`config.mk`:
```
export PLATFORM = sky130hd
export DESIGN_NAME = zero_cross_detector
export DESIGN_NICKNAME = d
export VERILOG_FILES = /design/src/hdl/zero_cross_pkg.sv /design/src/hdl/zero_cross_detector.sv /design/src/hdl/zc_edge_detect.sv
export SDC_FILE = /design/constraint.sdc
export NUM_CORES = 1
export LEC_CHECK = 0
export BUFFER_PORTS_ARGS = -buffer_cell sky130_fd_sc_hd__buf_4
export CAP_MARGIN = 15
export CORE_MARGIN = 4
export CORE_UTILIZATION = 41
export DETAILED_ROUTE_END_ITERATION = 8
export GPL_TIMING_DRIVEN = 0
export PLACE_DENSITY = 0.88
export SETUP_SLACK_MARGIN = 0.3
export SLEW_MARGIN = 20
export SYNTH_ARGS = -nofsm -noshare
export SYNTH_HDL_FRONTEND = slang
export SYNTH_SLANG_ARGS = --single-unit
```
`constraint.sdc`:
```
create_clock -name core_clk -period 3.7 [get_ports core_clk]
set_input_delay 0 -clock core_clk [delete_from_list [all_inputs] [get_ports core_clk]]
set_output_delay 0 -clock core_clk [all_outputs]
set_load 0.05 [all_outputs]
```
`src/hdl/zero_cross_pkg.sv`:
```
// package: register map, field positions, reset values and bus codes of the zero-cross detector
`default_nettype none
package zero_cross_pkg;

	// ***************************************************************
	// register offsets (byte addresses, one word each)
	// ***************************************************************
	localparam logic [7:0] CTRL_OFS = 8'h00; // zero_cross_control
	localparam logic [7:0] FLAG_OFS = 8'h04; // sticky event status, write one to clear
	localparam logic [7:0] MASK_OFS = 8'h08; // per-event interrupt enable
	localparam logic [7:0] ICTL_OFS = 8'h0c; // interrupt_control

	// ***************************************************************
	// field positions
	// ***************************************************************
	localparam int CTRL_EN_BIT = 7;
	localparam int CTRL_OUT_BIT = 5;
	localparam int CTRL_POL_BIT = 4;
	localparam int CTRL_RISE_BIT = 1;
	localparam int CTRL_FALL_BIT = 0;
	localparam int FLAG_BIT = 0;
	localparam int MASK_BIT = 0;
	localparam int ICTL_GIE_BIT = 1;
	localparam int ICTL_PERIPHERAL_IRQ_ENABLE_BIT = 0;

	// ***************************************************************
	// reset values
	// ***************************************************************
	localparam logic CTRL_EN_RST = 1'b0;
	localparam logic CTRL_POL_RST = 1'b0;
	localparam logic CTRL_RISE_RST = 1'b0;
	localparam logic CTRL_FALL_RST = 1'b0;
	localparam logic FLAG_RST = 1'b0;
	localparam logic MASK_RST = 1'b0;
	localparam logic GIE_RST = 1'b0;
	localparam logic PERIPHERAL_IRQ_ENABLE_RST = 1'b0;
	localparam logic CFG_N_RST = 1'b0; // loaded at reset but never seen: until the strap is caught cfg_n_nxt follows the strap input directly

	// ***************************************************************
	// bus codes
	// ***************************************************************
	localparam logic [2:0] HSIZE_WORD = 3'h2;
	localparam int HTRANS_VALID_BIT = 1; // set for NONSEQ and SEQ
	localparam logic HRESP_OKAY = 1'b0;
	localparam logic [7:0] OFS_MASK = 8'hff;

endpackage
`default_nettype wire

```
`src/hdl/zero_cross_detector.sv`:
```
// zero-cross detector digital logic with an AHB-Lite register slave
`default_nettype none
module zero_cross_detector
	import zero_cross_pkg::*;
(
	input wire logic core_clk,
	input wire logic rstn,
	input wire logic hsel,
	input wire logic [31:0] haddr,
	input wire logic [1:0] htrans,
	input wire logic hwrite,
	input wire logic [2:0] hsize,
	input wire logic [31:0] hwdata,
	input wire logic hready,
	output logic [31:0] hrdata,
	output logic hreadyout,
	output logic hresp,
	input wire logic sink_active_in,
	input wire logic always_active_cfg_n,
	input wire logic pps_data_in,
	input wire logic tris_in,
	output logic regulator_en,
	output logic pad_out,
	output logic pad_oe,
	output logic irq
);

	// ***************************************************************
	// declarations
	// ***************************************************************
	logic en_r, en_nxt;
	logic pol_r, pol_nxt;
	logic rise_en_r, rise_en_nxt;
	logic fall_en_r, fall_en_nxt;
	logic flag_r, flag_nxt;
	logic mask_r, mask_nxt;
	logic gie_r, gie_nxt;
	logic peripheral_irq_enable_r, peripheral_irq_enable_nxt;
	logic cfg_n_r, cfg_n_nxt;
	logic cfg_taken_r, cfg_taken_nxt;
	logic dp_wr_r, dp_wr_nxt;
	logic [7:0] dp_addr_r, dp_addr_nxt;
	logic [31:0] hrdata_nxt;
	logic regulator_en_nxt, pad_out_nxt, pad_oe_nxt, irq_nxt;
	logic addr_ok;
	logic wr_ctrl, wr_flag, wr_mask, wr_ictl;
	logic flag_set, flag_clr, active;
	logic out_level, rise, fall;

	// ***************************************************************
	// helpers
	// ***************************************************************
	// places one bit into a word, all other bits read as zero
	function automatic logic [31:0] bit_word(input logic val, input int pos);
		logic [31:0] w;
		w = 32'h0000_0000;
		w[pos] = val;
		return w;
	endfunction

	// ***************************************************************
	// sink flag synchroniser and edge detection
	// ***************************************************************
	// the analog loop picks sink above the reference and source below it;
	// this logic only observes which one is active
	zc_edge_detect u_edge (
		.core_clk(core_clk),
		.rstn(rstn),
		.sink_async(sink_active_in),
		.invert(pol_r),
		.out_level(out_level),
		.rise(rise),
		.fall(fall)
	);

	// ***************************************************************
	// bus address and data phase
	// ***************************************************************
	// only whole-word writes are taken; other sizes are ignored, answer stays OKAY
	assign addr_ok = hsel & hready & htrans[HTRANS_VALID_BIT];

	always_comb begin
		dp_wr_nxt = addr_ok & hwrite & (hsize == HSIZE_WORD);
		dp_addr_nxt = addr_ok ? (haddr[7:0] & OFS_MASK) : dp_addr_r;
	end

	// data phase write strobes; unmapped offsets decode to nothing
	always_comb begin
		wr_ctrl = 1'b0;
		wr_flag = 1'b0;
		wr_mask = 1'b0;
		wr_ictl = 1'b0;
		if (dp_wr_r && dp_addr_r == CTRL_OFS) begin
			wr_ctrl = 1'b1;
		end else if (dp_wr_r && dp_addr_r == FLAG_OFS) begin
			wr_flag = 1'b1;
		end else if (dp_wr_r && dp_addr_r == MASK_OFS) begin
			wr_mask = 1'b1;
		end else if (dp_wr_r && dp_addr_r == ICTL_OFS) begin
			wr_ictl = 1'b1;
		end
	end

	// ***************************************************************
	// control and interrupt registers
	// ***************************************************************
	// the status bit at position 5 is read-only, writes to it are dropped
	always_comb begin
		en_nxt = wr_ctrl ? hwdata[CTRL_EN_BIT] : en_r;
		pol_nxt = wr_ctrl ? hwdata[CTRL_POL_BIT] : pol_r;
		rise_en_nxt = wr_ctrl ? hwdata[CTRL_RISE_BIT] : rise_en_r;
		fall_en_nxt = wr_ctrl ? hwdata[CTRL_FALL_BIT] : fall_en_r;
		mask_nxt = wr_mask ? hwdata[MASK_BIT] : mask_r;
		gie_nxt = wr_ictl ? hwdata[ICTL_GIE_BIT] : gie_r;
		peripheral_irq_enable_nxt = wr_ictl ? hwdata[ICTL_PERIPHERAL_IRQ_ENABLE_BIT] : peripheral_irq_enable_r;
	end

	// each detector only counts when its own enable is set; the detector
	// enable does not gate it, so a polarity write alone can raise the flag
	assign flag_set = (rise & rise_en_r) | (fall & fall_en_r);
	assign flag_clr = wr_flag & hwdata[FLAG_BIT];

	// sticky flag: a set in the clearing cycle survives the clear
	always_comb begin
		flag_nxt = flag_set | (flag_r & ~flag_clr);
	end

	// request leaves only with flag and every enable along the path
	always_comb begin
		irq_nxt = flag_nxt & mask_nxt & peripheral_irq_enable_nxt & gie_nxt;
	end

	// ***************************************************************
	// configuration strap and pin control
	// ***************************************************************
	// the nonvolatile bit is static; caught once at the first edge after reset
	always_comb begin
		cfg_taken_nxt = 1'b1;
		cfg_n_nxt = cfg_taken_r ? cfg_n_r : always_active_cfg_n;
	end

	// with the strap cleared the enable bit has no say at all
	assign active = ~cfg_n_nxt | en_nxt;

	// no sleep input gates anything here: the block lives on core_clk alone,
	// which the system keeps running for this block while asleep
	always_comb begin
		regulator_en_nxt = active;
		pad_oe_nxt = active ? 1'b0 : ~tris_in;
		pad_out_nxt = active ? 1'b0 : pps_data_in;
	end

	// ***************************************************************
	// read data
	// ***************************************************************
	// built from next values so a read right after a write sees the new data
	always_comb begin
		hrdata_nxt = 32'h0000_0000;
		if (addr_ok && !hwrite) begin
			if (haddr[7:0] == CTRL_OFS) begin
				hrdata_nxt = bit_word(en_nxt, CTRL_EN_BIT)
					| bit_word(out_level, CTRL_OUT_BIT)
					| bit_word(pol_nxt, CTRL_POL_BIT)
					| bit_word(rise_en_nxt, CTRL_RISE_BIT)
					| bit_word(fall_en_nxt, CTRL_FALL_BIT);
			end else if (haddr[7:0] == FLAG_OFS) begin
				hrdata_nxt = bit_word(flag_nxt, FLAG_BIT);
			end else if (haddr[7:0] == MASK_OFS) begin
				hrdata_nxt = bit_word(mask_nxt, MASK_BIT);
			end else if (haddr[7:0] == ICTL_OFS) begin
				hrdata_nxt = bit_word(gie_nxt, ICTL_GIE_BIT) | bit_word(peripheral_irq_enable_nxt, ICTL_PERIPHERAL_IRQ_ENABLE_BIT);
			end
		end
	end

	// ***************************************************************
	// state registers
	// ***************************************************************
	always_ff @(posedge core_clk) begin
		if (!rstn) begin
			en_r <= CTRL_EN_RST;
			pol_r <= CTRL_POL_RST;
			rise_en_r <= CTRL_RISE_RST;
			fall_en_r <= CTRL_FALL_RST;
			flag_r <= FLAG_RST;
			mask_r <= MASK_RST;
			gie_r <= GIE_RST;
			peripheral_irq_enable_r <= PERIPHERAL_IRQ_ENABLE_RST;
			cfg_n_r <= CFG_N_RST;
			cfg_taken_r <= 1'b0;
			dp_wr_r <= 1'b0;
			dp_addr_r <= 8'h00;
		end else begin
			en_r <= en_nxt;
			pol_r <= pol_nxt;
			rise_en_r <= rise_en_nxt;
			fall_en_r <= fall_en_nxt;
			flag_r <= flag_nxt;
			mask_r <= mask_nxt;
			gie_r <= gie_nxt;
			peripheral_irq_enable_r <= peripheral_irq_enable_nxt;
			cfg_n_r <= cfg_n_nxt;
			cfg_taken_r <= cfg_taken_nxt;
			dp_wr_r <= dp_wr_nxt;
			dp_addr_r <= dp_addr_nxt;
		end
	end

	// output flops; the slave never inserts wait states
	always_ff @(posedge core_clk) begin
		if (!rstn) begin
			hrdata <= 32'h0000_0000;
			hreadyout <= 1'b1;
			hresp <= HRESP_OKAY;
			regulator_en <= 1'b1;
			pad_out <= 1'b0;
			pad_oe <= 1'b0;
			irq <= 1'b0;
		end else begin
			hrdata <= hrdata_nxt;
			hreadyout <= 1'b1;
			hresp <= HRESP_OKAY;
			regulator_en <= regulator_en_nxt;
			pad_out <= pad_out_nxt;
			pad_oe <= pad_oe_nxt;
			irq <= irq_nxt;
		end
	end
endmodule // zero_cross_detector
`default_nettype wire

```
`src/hdl/zc_edge_detect.sv`:
```
// synchroniser, polarity stage and edge detectors of the zero-cross logic output
`default_nettype none
module zc_edge_detect
	import zero_cross_pkg::*;
(
	input wire logic core_clk,
	input wire logic rstn,
	input wire logic sink_async,
	input wire logic invert,
	output logic out_level,
	output logic rise,
	output logic fall
);

	logic sync1_r, sync1_nxt;
	logic sync2_r, sync2_nxt;
	logic out_r, out_nxt;
	logic out_now;

	// ***************************************************************
	// synchroniser and polarity
	// ***************************************************************
	// the analog sink flag toggles at line rate with no relation to core_clk
	always_comb begin
		sync1_nxt = sink_async;
		sync2_nxt = sync1_r;
	end

	// inversion sits after the synchroniser, so a polarity write alone makes an edge
	assign out_now = sync2_r ^ invert;
	assign out_nxt = out_now;

	always_ff @(posedge core_clk) begin
		if (!rstn) begin
			sync1_r <= 1'b0;
			sync2_r <= 1'b0;
			out_r <= 1'b0;
		end else begin
			sync1_r <= sync1_nxt;
			sync2_r <= sync2_nxt;
			out_r <= out_nxt;
		end
	end

	// ***************************************************************
	// edge detectors
	// ***************************************************************
	// both detectors watch the output after inversion
	assign rise = out_now & ~out_r;
	assign fall = ~out_now & out_r;
	assign out_level = out_r;
endmodule // zc_edge_detect
`default_nettype wire

```
# Yosys cells after proc, flatten, opt, wreduce, memory -nomap -nowiden
# Cells that the tools add are included.
dict set report totals {
  in_bits 78
  register_bits 58
  output_inout_bits 38
  wordCells 88
}
dict set report classes {
  eq_ne 7
  n_reduce_logical 10
  n_mux 23
  bitwise_logic 28
}
# cell n
set ops {}
lappend ops {{== test 8 x 4 -> 1 bit (second input constant)} 4}
lappend ops {{2-to-1 mux 1 bit} 19}
lappend ops {{== test 8 x 3 -> 1 bit (second input constant)} 2}
lappend ops {{zero test 8 bit} 2}
lappend ops {{bitwise AND 1 bit} 13}
lappend ops {{2-to-1 mux 8 bit} 1}
lappend ops {{bitwise OR 8 x 1 -> 8 bit} 1}
lappend ops {{bitwise OR 8 x 2 -> 8 bit} 1}
lappend ops {{bitwise OR 8 x 5 -> 8 bit} 1}
lappend ops {{bitwise OR 8 x 6 -> 8 bit} 1}
lappend ops {{2-to-1 mux 2 bit} 3}
lappend ops {{inverter 1 bit} 6}
lappend ops {{logical AND 1 bit} 5}
lappend ops {{== test 3 x 2 -> 1 bit (second input constant)} 1}
lappend ops {{bitwise OR 1 bit} 3}
lappend ops {{bitwise OR 2 x 1 -> 2 bit} 1}
lappend ops {{AND reduction 2 bit} 1}
lappend ops {{OR reduction 2 bit} 1}
lappend ops {{zero test 1 bit} 1}
lappend ops {{XOR 1 bit} 1}

# Depth between registers and ports, before layout
# Gate-level depths: netlist of the first run.
dict set report logic_depth {
  ltp_word 12
  ltp_mapped 5
  mapped_depth_nobuf 5
}

# Modules after synthesis
# A second synthesis of the first run with hierarchy kept.
dict set report unflattened {
  hier_cells 158
  hier_area_um2 1448.9
}
# mod area_each_um2 seq_area_each_um2 instances cells_per_inst
set by_module_without_submodules {}
lappend by_module_without_submodules {zero_cross_detector 1351.3 560.5 1 149}
lappend by_module_without_submodules {zc_edge_detect 97.6 60.1 1 9}

# Worst setup path after synthesis of the first run
# No wires, ideal clock.
dict set report synth_timing {
  kind {register to register}
  startpoint {register dp_addr_r[7]}
  endpoint {register hrdata[0]}
  required_ns 3.584
  slack_ns 1.917
  synth_period_minus_slack_ns 1.783
  setup_ns 0.116
  arrival_ns 1.666
  path_stages_with_launch 6
  n_path_buf 0
  path_cell_list {dfxtp_1 > or4b_2 > nor3_1 > mux2i_1 > mux2i_1 > o211a_1}
}
dict set report synth_via {
  elab_chain_cells 12
  elab_cells_between_ends 31
  cone_classes {3 x eq/ne; 17 x mux; 6 x bitwise; 5 x reduce/logical}
}
# item line
set synth_lines {}
lappend synth_lines {{start, declared} zero_cross_detector.sv:42} ;# logic [7:0] dp_addr_r, dp_addr_nxt;
lappend synth_lines {{start signal, assigned} zero_cross_detector.sv:205} ;# dp_addr_r <= dp_addr_nxt;
lappend synth_lines {{== test 8 x 4 -> 1 bit} zero_cross_detector.sv:99} ;# end else if (dp_wr_r && dp_addr_r == ICTL_OFS) begin
lappend synth_lines {{logical AND 1 bit} zero_cross_detector.sv:99}
lappend synth_lines {{2-to-1 mux 1 bit} zero_cross_detector.sv:99}
lappend synth_lines {{2-to-1 mux 1 bit} zero_cross_detector.sv:97} ;# end else if (dp_wr_r && dp_addr_r == MASK_OFS) begin
lappend synth_lines {{2-to-1 mux 1 bit} zero_cross_detector.sv:95} ;# end else if (dp_wr_r && dp_addr_r == FLAG_OFS) begin
lappend synth_lines {{2-to-1 mux 1 bit} zero_cross_detector.sv:93} ;# if (dp_wr_r && dp_addr_r == CTRL_OFS) begin
lappend synth_lines {{2-to-1 mux 1 bit} zero_cross_detector.sv:115} ;# peripheral_irq_enable_nxt = wr_ictl ? hwdata[ICTL_PERIPHERAL_IRQ_ENABLE_BIT] : peripheral_irq_enable_r;
lappend synth_lines {{bitwise OR 2 x 1 -> 2 bit} zero_cross_detector.sv:171} ;# hrdata_nxt = bit_word(gie_nxt, ICTL_GIE_BIT) | bit_word(peripheral_irq_enable_nxt, ICTL_PERIPHERAL_IRQ_ENABLE_ ...
lappend synth_lines {{2-to-1 mux 2 bit} zero_cross_detector.sv:170} ;# end else if (haddr[7:0] == ICTL_OFS) begin
lappend synth_lines {{2-to-1 mux 2 bit} zero_cross_detector.sv:168} ;# end else if (haddr[7:0] == MASK_OFS) begin
lappend synth_lines {{2-to-1 mux 2 bit} zero_cross_detector.sv:166} ;# end else if (haddr[7:0] == FLAG_OFS) begin
lappend synth_lines {{2-to-1 mux 8 bit (*)} zero_cross_detector.sv:160} ;# if (haddr[7:0] == CTRL_OFS) begin
lappend synth_lines {{end signal, assigned} zero_cross_detector.sv:220} ;# hrdata <= hrdata_nxt;
lappend synth_lines {{end, declared} zero_cross_detector.sv:15} ;# output logic [31:0] hrdata,
# Mark *: on every way between the ends. The rest lies on a longest branch, timed or not.
# A chain may end at the register's enable or synchronous reset.

# Worst setup path in the final report of the first run
# Same ends and word-level chain as after synthesis.

==> flow_results.xml, run 1 <==
<?xml version="1.0" encoding="UTF-8"?>
<metrics>
  <group name="outcome">
    <metric name="outcome" unit="">complete, no violations</metric>
  </group>
  <group name="yosys">
    <metric name="postSynthRegisterBits" unit="">31</metric>
    <metric name="synth_top_family_by_area" unit="">simple AND/OR/NAND/NOR gates</metric>
    <metric name="yosys.area_share.adder" unit="%">0</metric>
    <metric name="synth-warning-count" unit="">0</metric>
    <metric name="synthArstFlopShare" unit="%">0</metric>
    <metric name="synth-main-ff-cell" unit="">dfxtp_1</metric>
    <metric name="post-synth-top-area-fraction" unit="%">43.3</metric>
    <metric name="post_synth_and_or_nand_nor_area_fraction" unit="%">23.7</metric>
    <metric name="synth_compound_area_share" unit="%">8.82</metric>
    <metric name="synth_top_cells_by_area" unit="">dfxtp_1 43%, buf_4 15%, mux2i_1 6.3%</metric>
    <metric name="synth_enable_flop_cells" unit="">0</metric>
    <metric name="syn-cell-area" unit="mm²">0.00143</metric>
    <metric name="synth-xor-area-share" unit="%">0.611</metric>
    <metric name="ys_top_cells_by_count" unit="">31 x dfxtp_1, 29 x buf_4, 20 x nand2_1</metric>
    <metric name="seq_area_frac_synth" unit="%">43.3</metric>
    <metric name="muxShareOfSynthArea" unit="%">6.29</metric>
    <metric name="postSynthCellCount" unit="">155</metric>
    <metric name="postSynthAreaPerCell" unit="µm²">9.24</metric>
    <metric name="post-synth-top-count-cell" unit="">dfxtp_1</metric>
    <metric name="cell_type_contributing_the_most_total_cell_area_after_synthesis" unit="">dfxtp_1</metric>
    <metric name="synthDistinctLibCells" unit="">36</metric>
  </group>
  <group name="clocking">
    <metric name="clockRootBuffer" unit="">clkbuf_4</metric>
    <metric name="numCtsBuffers" unit="">5</metric>
    <metric name="clk-insertion-delay-late" unit="ns">0.32</metric>
    <metric name="cts_tree" unit="">yes</metric>
    <metric name="htree_num_levels" unit="">2</metric>
    <metric name="cts_max_path_buffers" unit="">2</metric>
    <metric name="post_cts_resized" unit="">0</metric>
    <metric name="numClockSinks" unit="">31</metric>
    <metric name="clkTransAtPathRegs" unit="ns">0.08</metric>
  </group>
  <group name="timing">
    <metric name="final-hold-violation-count" unit="">0</metric>
    <metric name="timing.fmax" unit="GHz">0.505</metric>
    <metric name="drv_slew" unit="">0</metric>
    <metric name="setup_violations" unit="">0</metric>
    <metric name="setup_ws_post_layout" unit="ns">1.72</metric>
    <metric name="period_needed" unit="ns">1.98</metric>
    <metric name="finalClockSkew" unit="ns">0.00900</metric>
    <metric name="post-route-period-util" unit="%">53.6</metric>
    <metric name="fin_setup_tns" unit="ns">0</metric>
    <metric name="hold_slack" unit="ns">0.0282</metric>
    <metric name="rsz0062_at_grt" unit="">false</metric>
  </group>
  <group name="setup_path">
    <metric name="path_class" unit="">reg2reg</metric>
    <metric name="critical_path.cell_chain" unit="">or4b_2 &gt; nor3_1 &gt; mux2i_1 &gt; mux2i_1 &gt; o211a_1</metric>
    <metric name="critical_path.most_common_cell" unit="">mux2i_1</metric>
    <metric name="timing.critical_path.slowest_cell_delay" unit="ns">0.69</metric>
    <metric name="critPathLaunchType" unit="">flop</metric>
    <metric name="slowest_stage" unit="">or4b_2</metric>
    <metric name="path_delay_family" unit="">simple AND/OR/NAND/NOR gates</metric>
    <metric name="critical_path.n_buffers_inverters" unit="">0</metric>
    <metric name="critPathMaxFanout" unit="">4</metric>
    <metric name="endpoint_kind" unit="">flop</metric>
    <metric name="critical_path_required" unit="ns">3.92</metric>
    <metric name="worst-endpoint-arrival" unit="ns">2.20</metric>
  </group>
  <group name="global_route">
    <metric name="first_global_vias" unit="">1142</metric>
    <metric name="number_of_antenna_violations_at_the_first_check_in_global_routing" unit="">0</metric>
    <metric name="globalRouteTotalUtil" unit="%">13.9</metric>
    <metric name="overflow" unit="">0</metric>
    <metric name="grt_max_degree" unit="">11</metric>
    <metric name="grt_first_pass_wirelength" unit="µm">4700</metric>
  </group>
  <group name="cells_and_area">
    <metric name="final-seq-area" unit="µm²">621</metric>
    <metric name="filler_cell_count" unit="">298</metric>
    <metric name="multiInputGateArea" unit="µm²">673</metric>
    <metric name="final_cell_count_no_fill" unit="">286</metric>
    <metric name="reg_top3" unit="">dp_addr_r x8, hrdata x5</metric>
    <metric name="drive_above_1_share" unit="%">31.3</metric>
    <metric name="areaGrowthSynthToFinish" unit="%">44.9</metric>
    <metric name="fin_util" unit="%">61.7</metric>
    <metric name="largest_register_ff_count" unit="">8</metric>
    <metric name="antenna-diode-count" unit="">0</metric>
    <metric name="regMostFlops" unit="">dp_addr_r</metric>
    <metric name="postLayoutCellArea" unit="mm²">0.00208</metric>
    <metric name="num-nets-final" unit="">318</metric>
  </group>
  <group name="routing">
    <metric name="finalWirelength" unit="µm">3000</metric>
    <metric name="routed-wl-met2" unit="µm">1570</metric>
    <metric name="highest_layer" unit="">met4</metric>
    <metric name="ant_nets" unit="">0</metric>
    <metric name="route.met3.wl" unit="µm">208</metric>
    <metric name="post_drt_via_cell_ratio" unit="">4.29</metric>
    <metric name="drt_first_iter_violations" unit="">33</metric>
    <metric name="avgRoutedWirePerCell" unit="µm">10.5</metric>
    <metric name="drt_first_pass_iters" unit="">4</metric>
    <metric name="wl_met1" unit="µm">1200</metric>
    <metric name="route.vias.total" unit="">1226</metric>
    <metric name="drc_errors" unit="">0</metric>
  </group>
  <group name="placement">
    <metric name="detailedPlacementHpwl" unit="µm">2190</metric>
    <metric name="placedInstanceArea" unit="mm²">0.00184</metric>
    <metric name="placedCellCount" unit="">261</metric>
    <metric name="dpl_worst_slack" unit="ns">1.74</metric>
    <metric name="gp_congestion" unit="">0.853</metric>
    <metric name="io_buffers" unit="">33</metric>
  </group>
  <group name="pwr">
    <metric name="cellInternalPower" unit="mW">0.489</metric>
    <metric name="design_power_total" unit="mW">0.692</metric>
    <metric name="leakage" unit="nW">0.975</metric>
    <metric name="p_sw" unit="mW">0.203</metric>
    <metric name="clockPowerShare" unit="%">27.4</metric>
    <metric name="comb_power_share" unit="%">22.8</metric>
    <metric name="vdd_ir_drop_max" unit="mV">0.219</metric>
    <metric name="power_per_unit_of_standard_cell_area" unit="mW/mm²">333</metric>
    <metric name="pwr-share-seq" unit="%">49.8</metric>
    <metric name="power.switching_fraction" unit="%">29.3</metric>
  </group>
  <group name="floorplanning">
    <metric name="fp.dieH" unit="µm">67.1</metric>
    <metric name="io-pin-count" unit="">116</metric>
    <metric name="design.core.area" unit="mm²">0.00336</metric>
    <metric name="std_cell_rows" unit="">21</metric>
    <metric name="floorplan.die.width" unit="µm">67.1</metric>
    <metric name="floorplan.initialDensity" unit="%">42.6</metric>
    <metric name="floorplan.die_area" unit="mm²">0.00450</metric>
  </group>
  <group name="min_path">
    <metric name="holdCritPathClass" unit="">in2reg</metric>
  </group>
  <group name="job">
    <metric name="cap_viol_max_count" unit="">0</metric>
  </group>
</metrics>
worst min-delay path: cells and delay by family:
kind,cells,cell delay [ns]
AND/OR/NAND/NOR,1,0.08
multiplexers,1,0.11
buffers and inverters,1,0.11
power by group through the flow:
stage | Clock, mW | Combinational (mW) | Sequential [mW]
final | 0.190 | 0.158 | 0.344
after global placement | 0 | 0.139 | 0.352
after global routing | 0.207 | 0.166 | 0.346
after floorplan | 0 | 0.106 | 0.357
after CTS | 0.194 | 0.155 | 0.344
after detailed placement | 0 | 0.140 | 0.352
final timing paths:
path / start / endpoint / slack [ns] / depth (start not counted)
worst max-delay path: dp_addr_r[7] / hrdata[0] / 1.72 / 5
worst min-delay path: always_active_cfg_n / cfg_n_r / 0.03 / 3
worst max register to register: dp_addr_r[7] / hrdata[0] / 1.72 / 5
worst min register to register: u_edge.sync1_r / u_edge.sync2_r / 0.44 / 1
area by class of cell:
type	instances	area share [%]
Timing Repair Buffer	51	20.6
Sequential cell	31	29.9
Clock inverter	1	0.241
Multi-Input combinational cell	116	32.4
Clock buffer	6	2.47
Inverter	3	0.542
Buffer	32	11.0
Tap cell	46	2.77
layer usage:
metal  up-vias  global-route usage, %
met3         3                   5.06
li1        633                      -
met4         0                   5.32
met5         -                      0
met2        38                   25.6
met1       552                   14.1
cells in the final DEF (no fill, tap or decap), drive strengths merged, types with 3 or more instances in the layout:
cell type / synthesis / layout
buf: 29 / 62
dfxtp: 31 / 31
conb: 2 / 29
nand2: 20 / 20
dlygate4sd3: 0 / 18
mux2i: 9 / 9
clkbuf: 3 / 9
a21boi: 8 / 8
nor2b: 7 / 7
nor3: 7 / 7
nor2: 4 / 4
and2: 3 / 3
and3: 3 / 3
inv: 3 / 3
a21oi: 3 / 3
cells by family after synthesis:
group	count (synthesis)
multiplexers	9
AND/OR/NAND/NOR	60
XOR/XNOR	1
buffers and inverters	35
AO/OA/AOI/OAI	17
flip-flops	31
other	2
repair_timing:
| item | CTS | global route |
|---|---|---|
| endpoints found under the hold margin | 22 | 0 |
| buffers inserted | 0 | 0 |
| hold buffers | 18 | 0 |
Note: power is estimated with default switching activity, not from simulation.
==> inputs of run 2 (changes only) <==
ABC_AREA = 1   (was unset)
CORE_UTILIZATION = 35   (was 41)
PLACE_DENSITY = 0.79   (was 0.88)
clock period = 1.8 ns   (was 3.7 ns; I/O delays follow)
==> run 2 against run 1 <==
Effect of this change:
- synthesized cell count increased by 29%
- clock power grew to 3.7 times the previous value
- total power rose to 2.5 times the previous value
- first-iteration DRC count rose by 67%
- global-route usage shrank 2.1 points
- critical path type unchanged
- highest routed layer unchanged
==> flow_results.xml, run 2 <==
<?xml version="1.0" encoding="UTF-8"?>
<metrics>
  <group name="clocking">
    <metric name="cts_max_path_buffers" unit="">2</metric>
    <metric name="clkTransAtPathRegs" unit="ns">0.07</metric>
    <metric name="hold_buffers" unit="">6</metric>
    <metric name="cts_tree" unit="">yes</metric>
    <metric name="post_cts_setup_driven_buffer_insertion_count" unit="">0</metric>
    <metric name="numClockSinks" unit="">31</metric>
    <metric name="post_cts_resized" unit="">0</metric>
    <metric name="htree_num_levels" unit="">2</metric>
    <metric name="clk-insertion-delay-late" unit="ns">0.28</metric>
    <metric name="clockRootBuffer" unit="">clkbuf_8</metric>
    <metric name="numCtsBuffers" unit="">5</metric>
  </group>
  <group name="routing">
    <metric name="drt_first_pass_iters" unit="">4</metric>
    <metric name="route.vias.total" unit="">1283</metric>
    <metric name="finalWirelength" unit="µm">2920</metric>
    <metric name="drc_errors" unit="">0</metric>
    <metric name="drt_first_iter_violations" unit="">55</metric>
    <metric name="post_drt_via_cell_ratio" unit="">3.96</metric>
    <metric name="ant_nets" unit="">0</metric>
    <metric name="avgRoutedWirePerCell" unit="µm">9.02</metric>
  </group>
  <group name="setup_path">
    <metric name="timing.critical_path.from" unit="">dp_addr_r[7]</metric>
    <metric name="critical_r2r_capture" unit="">hrdata[0]</metric>
    <metric name="worstSetupPathDepth" unit="">7</metric>
    <metric name="critical_path.cell_chain" unit="">nor2_1 &gt; nand2_2 &gt; nor2_4 &gt; nand2_4 &gt; a21oi_1 &gt; or2_1 &gt; nand2_1</metric>
    <metric name="timing.rr.start" unit="">dp_addr_r[7]</metric>
    <metric name="r2r_setup_slk" unit="ns">0.54</metric>
    <metric name="critical_path_required" unit="ns">1.98</metric>
    <metric name="path_class" unit="">reg2reg</metric>
    <metric name="worst_r2r_path_depth" unit="">7</metric>
    <metric name="worstSetupEndpoint" unit="">hrdata[0]</metric>
    <metric name="critPathMaxFanout" unit="">7</metric>
    <metric name="slowest_stage" unit="">dfxtp_1</metric>
    <metric name="path_delay_family" unit="">simple AND/OR/NAND/NOR gates</metric>
    <metric name="worst-endpoint-arrival" unit="ns">1.44</metric>
    <metric name="critPathLaunchType" unit="">flop</metric>
    <metric name="endpoint_kind" unit="">flop</metric>
    <metric name="critical_path.n_buffers_inverters" unit="">0</metric>
    <metric name="timing.critical_path.slowest_cell_delay" unit="ns">0.31</metric>
  </group>
  <group name="cells_and_area">
    <metric name="most_common_cell_after_layout_fill_and_taps_aside" unit="">buf_4</metric>
    <metric name="postLayoutCellArea" unit="mm²">0.00206</metric>
    <metric name="drive_above_1_share" unit="%">28.8</metric>
    <metric name="antenna-diode-count" unit="">0</metric>
    <metric name="final_cell_count_no_fill" unit="">324</metric>
    <metric name="reg_top3" unit="">dp_addr_r x8, hrdata x5</metric>
    <metric name="regMostFlops" unit="">dp_addr_r</metric>
    <metric name="areaGrowthSynthToFinish" unit="%">40.2</metric>
    <metric name="largest_register_ff_count" unit="">8</metric>
    <metric name="num-nets-final" unit="">351</metric>
    <metric name="layout_common_cells" unit="">62 x buf_4, 33 x nand2_1, 31 x dfxtp_1, 29 x conb_1, 28 x inv_1</metric>
  </group>
  <group name="global_route">
    <metric name="globalRouteTotalUtil" unit="%">11.8</metric>
    <metric name="number_of_antenna_violations_at_the_first_check_in_global_routing" unit="">0</metric>
    <metric name="grt_first_pass_wirelength" unit="µm">4910</metric>
    <metric name="overflow" unit="">0</metric>
    <metric name="grt_max_degree" unit="">11</metric>
    <metric name="first_global_vias" unit="">1168</metric>
  </group>
  <group name="timing">
    <metric name="rsz0062_at_grt" unit="">false</metric>
    <metric name="post-route-period-util" unit="%">69.9</metric>
    <metric name="setup_violations" unit="">0</metric>
    <metric name="period_needed" unit="ns">1.26</metric>
    <metric name="final-hold-violation-count" unit="">0</metric>
    <metric name="drv_slew" unit="">0</metric>
    <metric name="fin_setup_tns" unit="ns">0</metric>
    <metric name="setup_ws_post_layout" unit="ns">0.542</metric>
    <metric name="finalClockSkew" unit="ns">0.00614</metric>
    <metric name="timing.fmax" unit="GHz">0.795</metric>
  </group>
  <group name="job">
    <metric name="cap_viol_max_count" unit="">0</metric>
  </group>
  <group name="placement">
    <metric name="placedInstanceArea" unit="mm²">0.00188</metric>
    <metric name="placedCellCount" unit="">310</metric>
    <metric name="io_buffers" unit="">33</metric>
    <metric name="dpl_worst_slack" unit="ns">0.543</metric>
    <metric name="detailedPlacementHpwl" unit="µm">2310</metric>
    <metric name="gp_congestion" unit="">0.773</metric>
  </group>
  <group name="yosys">
    <metric name="syn-cell-area" unit="mm²">0.00147</metric>
    <metric name="synth_enable_flop_cells" unit="">0</metric>
    <metric name="postSynthAreaPerCell" unit="µm²">7.34</metric>
    <metric name="cell_type_contributing_the_most_total_cell_area_after_synthesis" unit="">dfxtp_1</metric>
    <metric name="postSynthRegisterBits" unit="">31</metric>
    <metric name="synth-warning-count" unit="">0</metric>
    <metric name="synthArstFlopShare" unit="%">0</metric>
    <metric name="post-synth-top-area-fraction" unit="%">42.3</metric>
    <metric name="synth-main-ff-cell" unit="">dfxtp_1</metric>
    <metric name="postSynthCellCount" unit="">200</metric>
    <metric name="synthDistinctLibCells" unit="">24</metric>
    <metric name="synth_top_cells_by_area" unit="">dfxtp_1 42%, buf_4 15%, nand2_1 8.4%</metric>
    <metric name="ys_top_cells_by_count" unit="">33 x nand2_1, 31 x dfxtp_1, 29 x buf_4</metric>
    <metric name="seq_area_frac_synth" unit="%">42.3</metric>
    <metric name="post-synth-top-count-cell" unit="">nand2_1</metric>
  </group>
  <group name="floorplanning">
    <metric name="design.core.area" unit="mm²">0.00403</metric>
    <metric name="floorplan.initialDensity" unit="%">36.4</metric>
    <metric name="io-pin-count" unit="">116</metric>
    <metric name="fp.dieH" unit="µm">72.8</metric>
    <metric name="floorplan.die_area" unit="mm²">0.00529</metric>
    <metric name="std_cell_rows" unit="">23</metric>
    <metric name="floorplan.die.width" unit="µm">72.8</metric>
  </group>
  <group name="pwr">
    <metric name="vdd_ir_drop_max" unit="mV">0.474</metric>
    <metric name="design_power_total" unit="mW">1.75</metric>
    <metric name="power_per_unit_of_standard_cell_area" unit="mW/mm²">849</metric>
    <metric name="leakage" unit="nW">1.07</metric>
  </group>
  <group name="outcome">
    <metric name="outcome" unit="">complete, no violations</metric>
  </group>
  <group name="min_path">
    <metric name="holdCritPathClass" unit="">in2reg</metric>
  </group>
</metrics>
## run 2: where the power goes
group | switching [mW] | internal (mW) | leakage [nW]
clock network | 0.251 | 0.447 | 0.0612
registers | 0.00782 | 0.706 | 0.252
logic | 0.220 | 0.113 | 0.755
## run 2: how the worst min path moves through the flow
stage / from / cells after the start / slack, ns / endpoint
2_1_floorplan: rstn / 0 / 0.03 / cfg_taken_r
3_3_place_gp: rstn / 1 / 0.15 / cfg_taken_r
3_5_place_dp: rstn / 1 / 0.15 / cfg_taken_r
4_1_cts: haddr[5] / 3 / 0.001 / dp_addr_r[5]
5_1_grt: hwdata[4] / 3 / 0.03 / pol_r
6_report: haddr[5] / 3 / 0.009 / dp_addr_r[5]
## run 2: cells by family after synthesis
kind of cell | share of synthesized area [%]
compound gates | 8.53
buf+inv | 22.8
flops | 42.3
other cells | 0.512
simple gates | 25.9
## run 2: routing by layer
layer,vias to the layer above,share of wire [%],wire length [µm],global-route usage [%]
met4,0,1.4,42,3.89
met3,5,9.1,267,4.96
li1,701,-,-,-
met5,-,0,0,0
met2,44,47,1390,18.7
met1,533,42,1230,14.5
## run 2: per-stage QoR
step                utilization [%]  hold slack (ns)
detailed placement             46.6            0.149
global route                   51.1           0.0257
finish                         51.1          0.00913
floorplan                         -           0.0277
global placement               46.6            0.146
CTS                            51.1          0.00138
## run 2: area by class of cell
cell class / instances / area [µm²]
clock inverters: 2 / 35.0
clock buffers: 6 / 82.6
repair buffers: 39 / 308
plain buffers: 31 / 225
flip-flops and latches: 31 / 621
well taps: 50 / 62.6
inverters: 29 / 109
fillers: 386 / 1970
multi-input cells: 136 / 614
## run 2: worst register-to-register path, cell delays in order (launching register included)
cell and delay (ns):
dfxtp_1 0.31, nor2_1 0.13, nand2_2 0.11, nor2_4 0.15, nand2_4 0.09, a21oi_1 0.19, or2_1 0.12, nand2_1 0.06
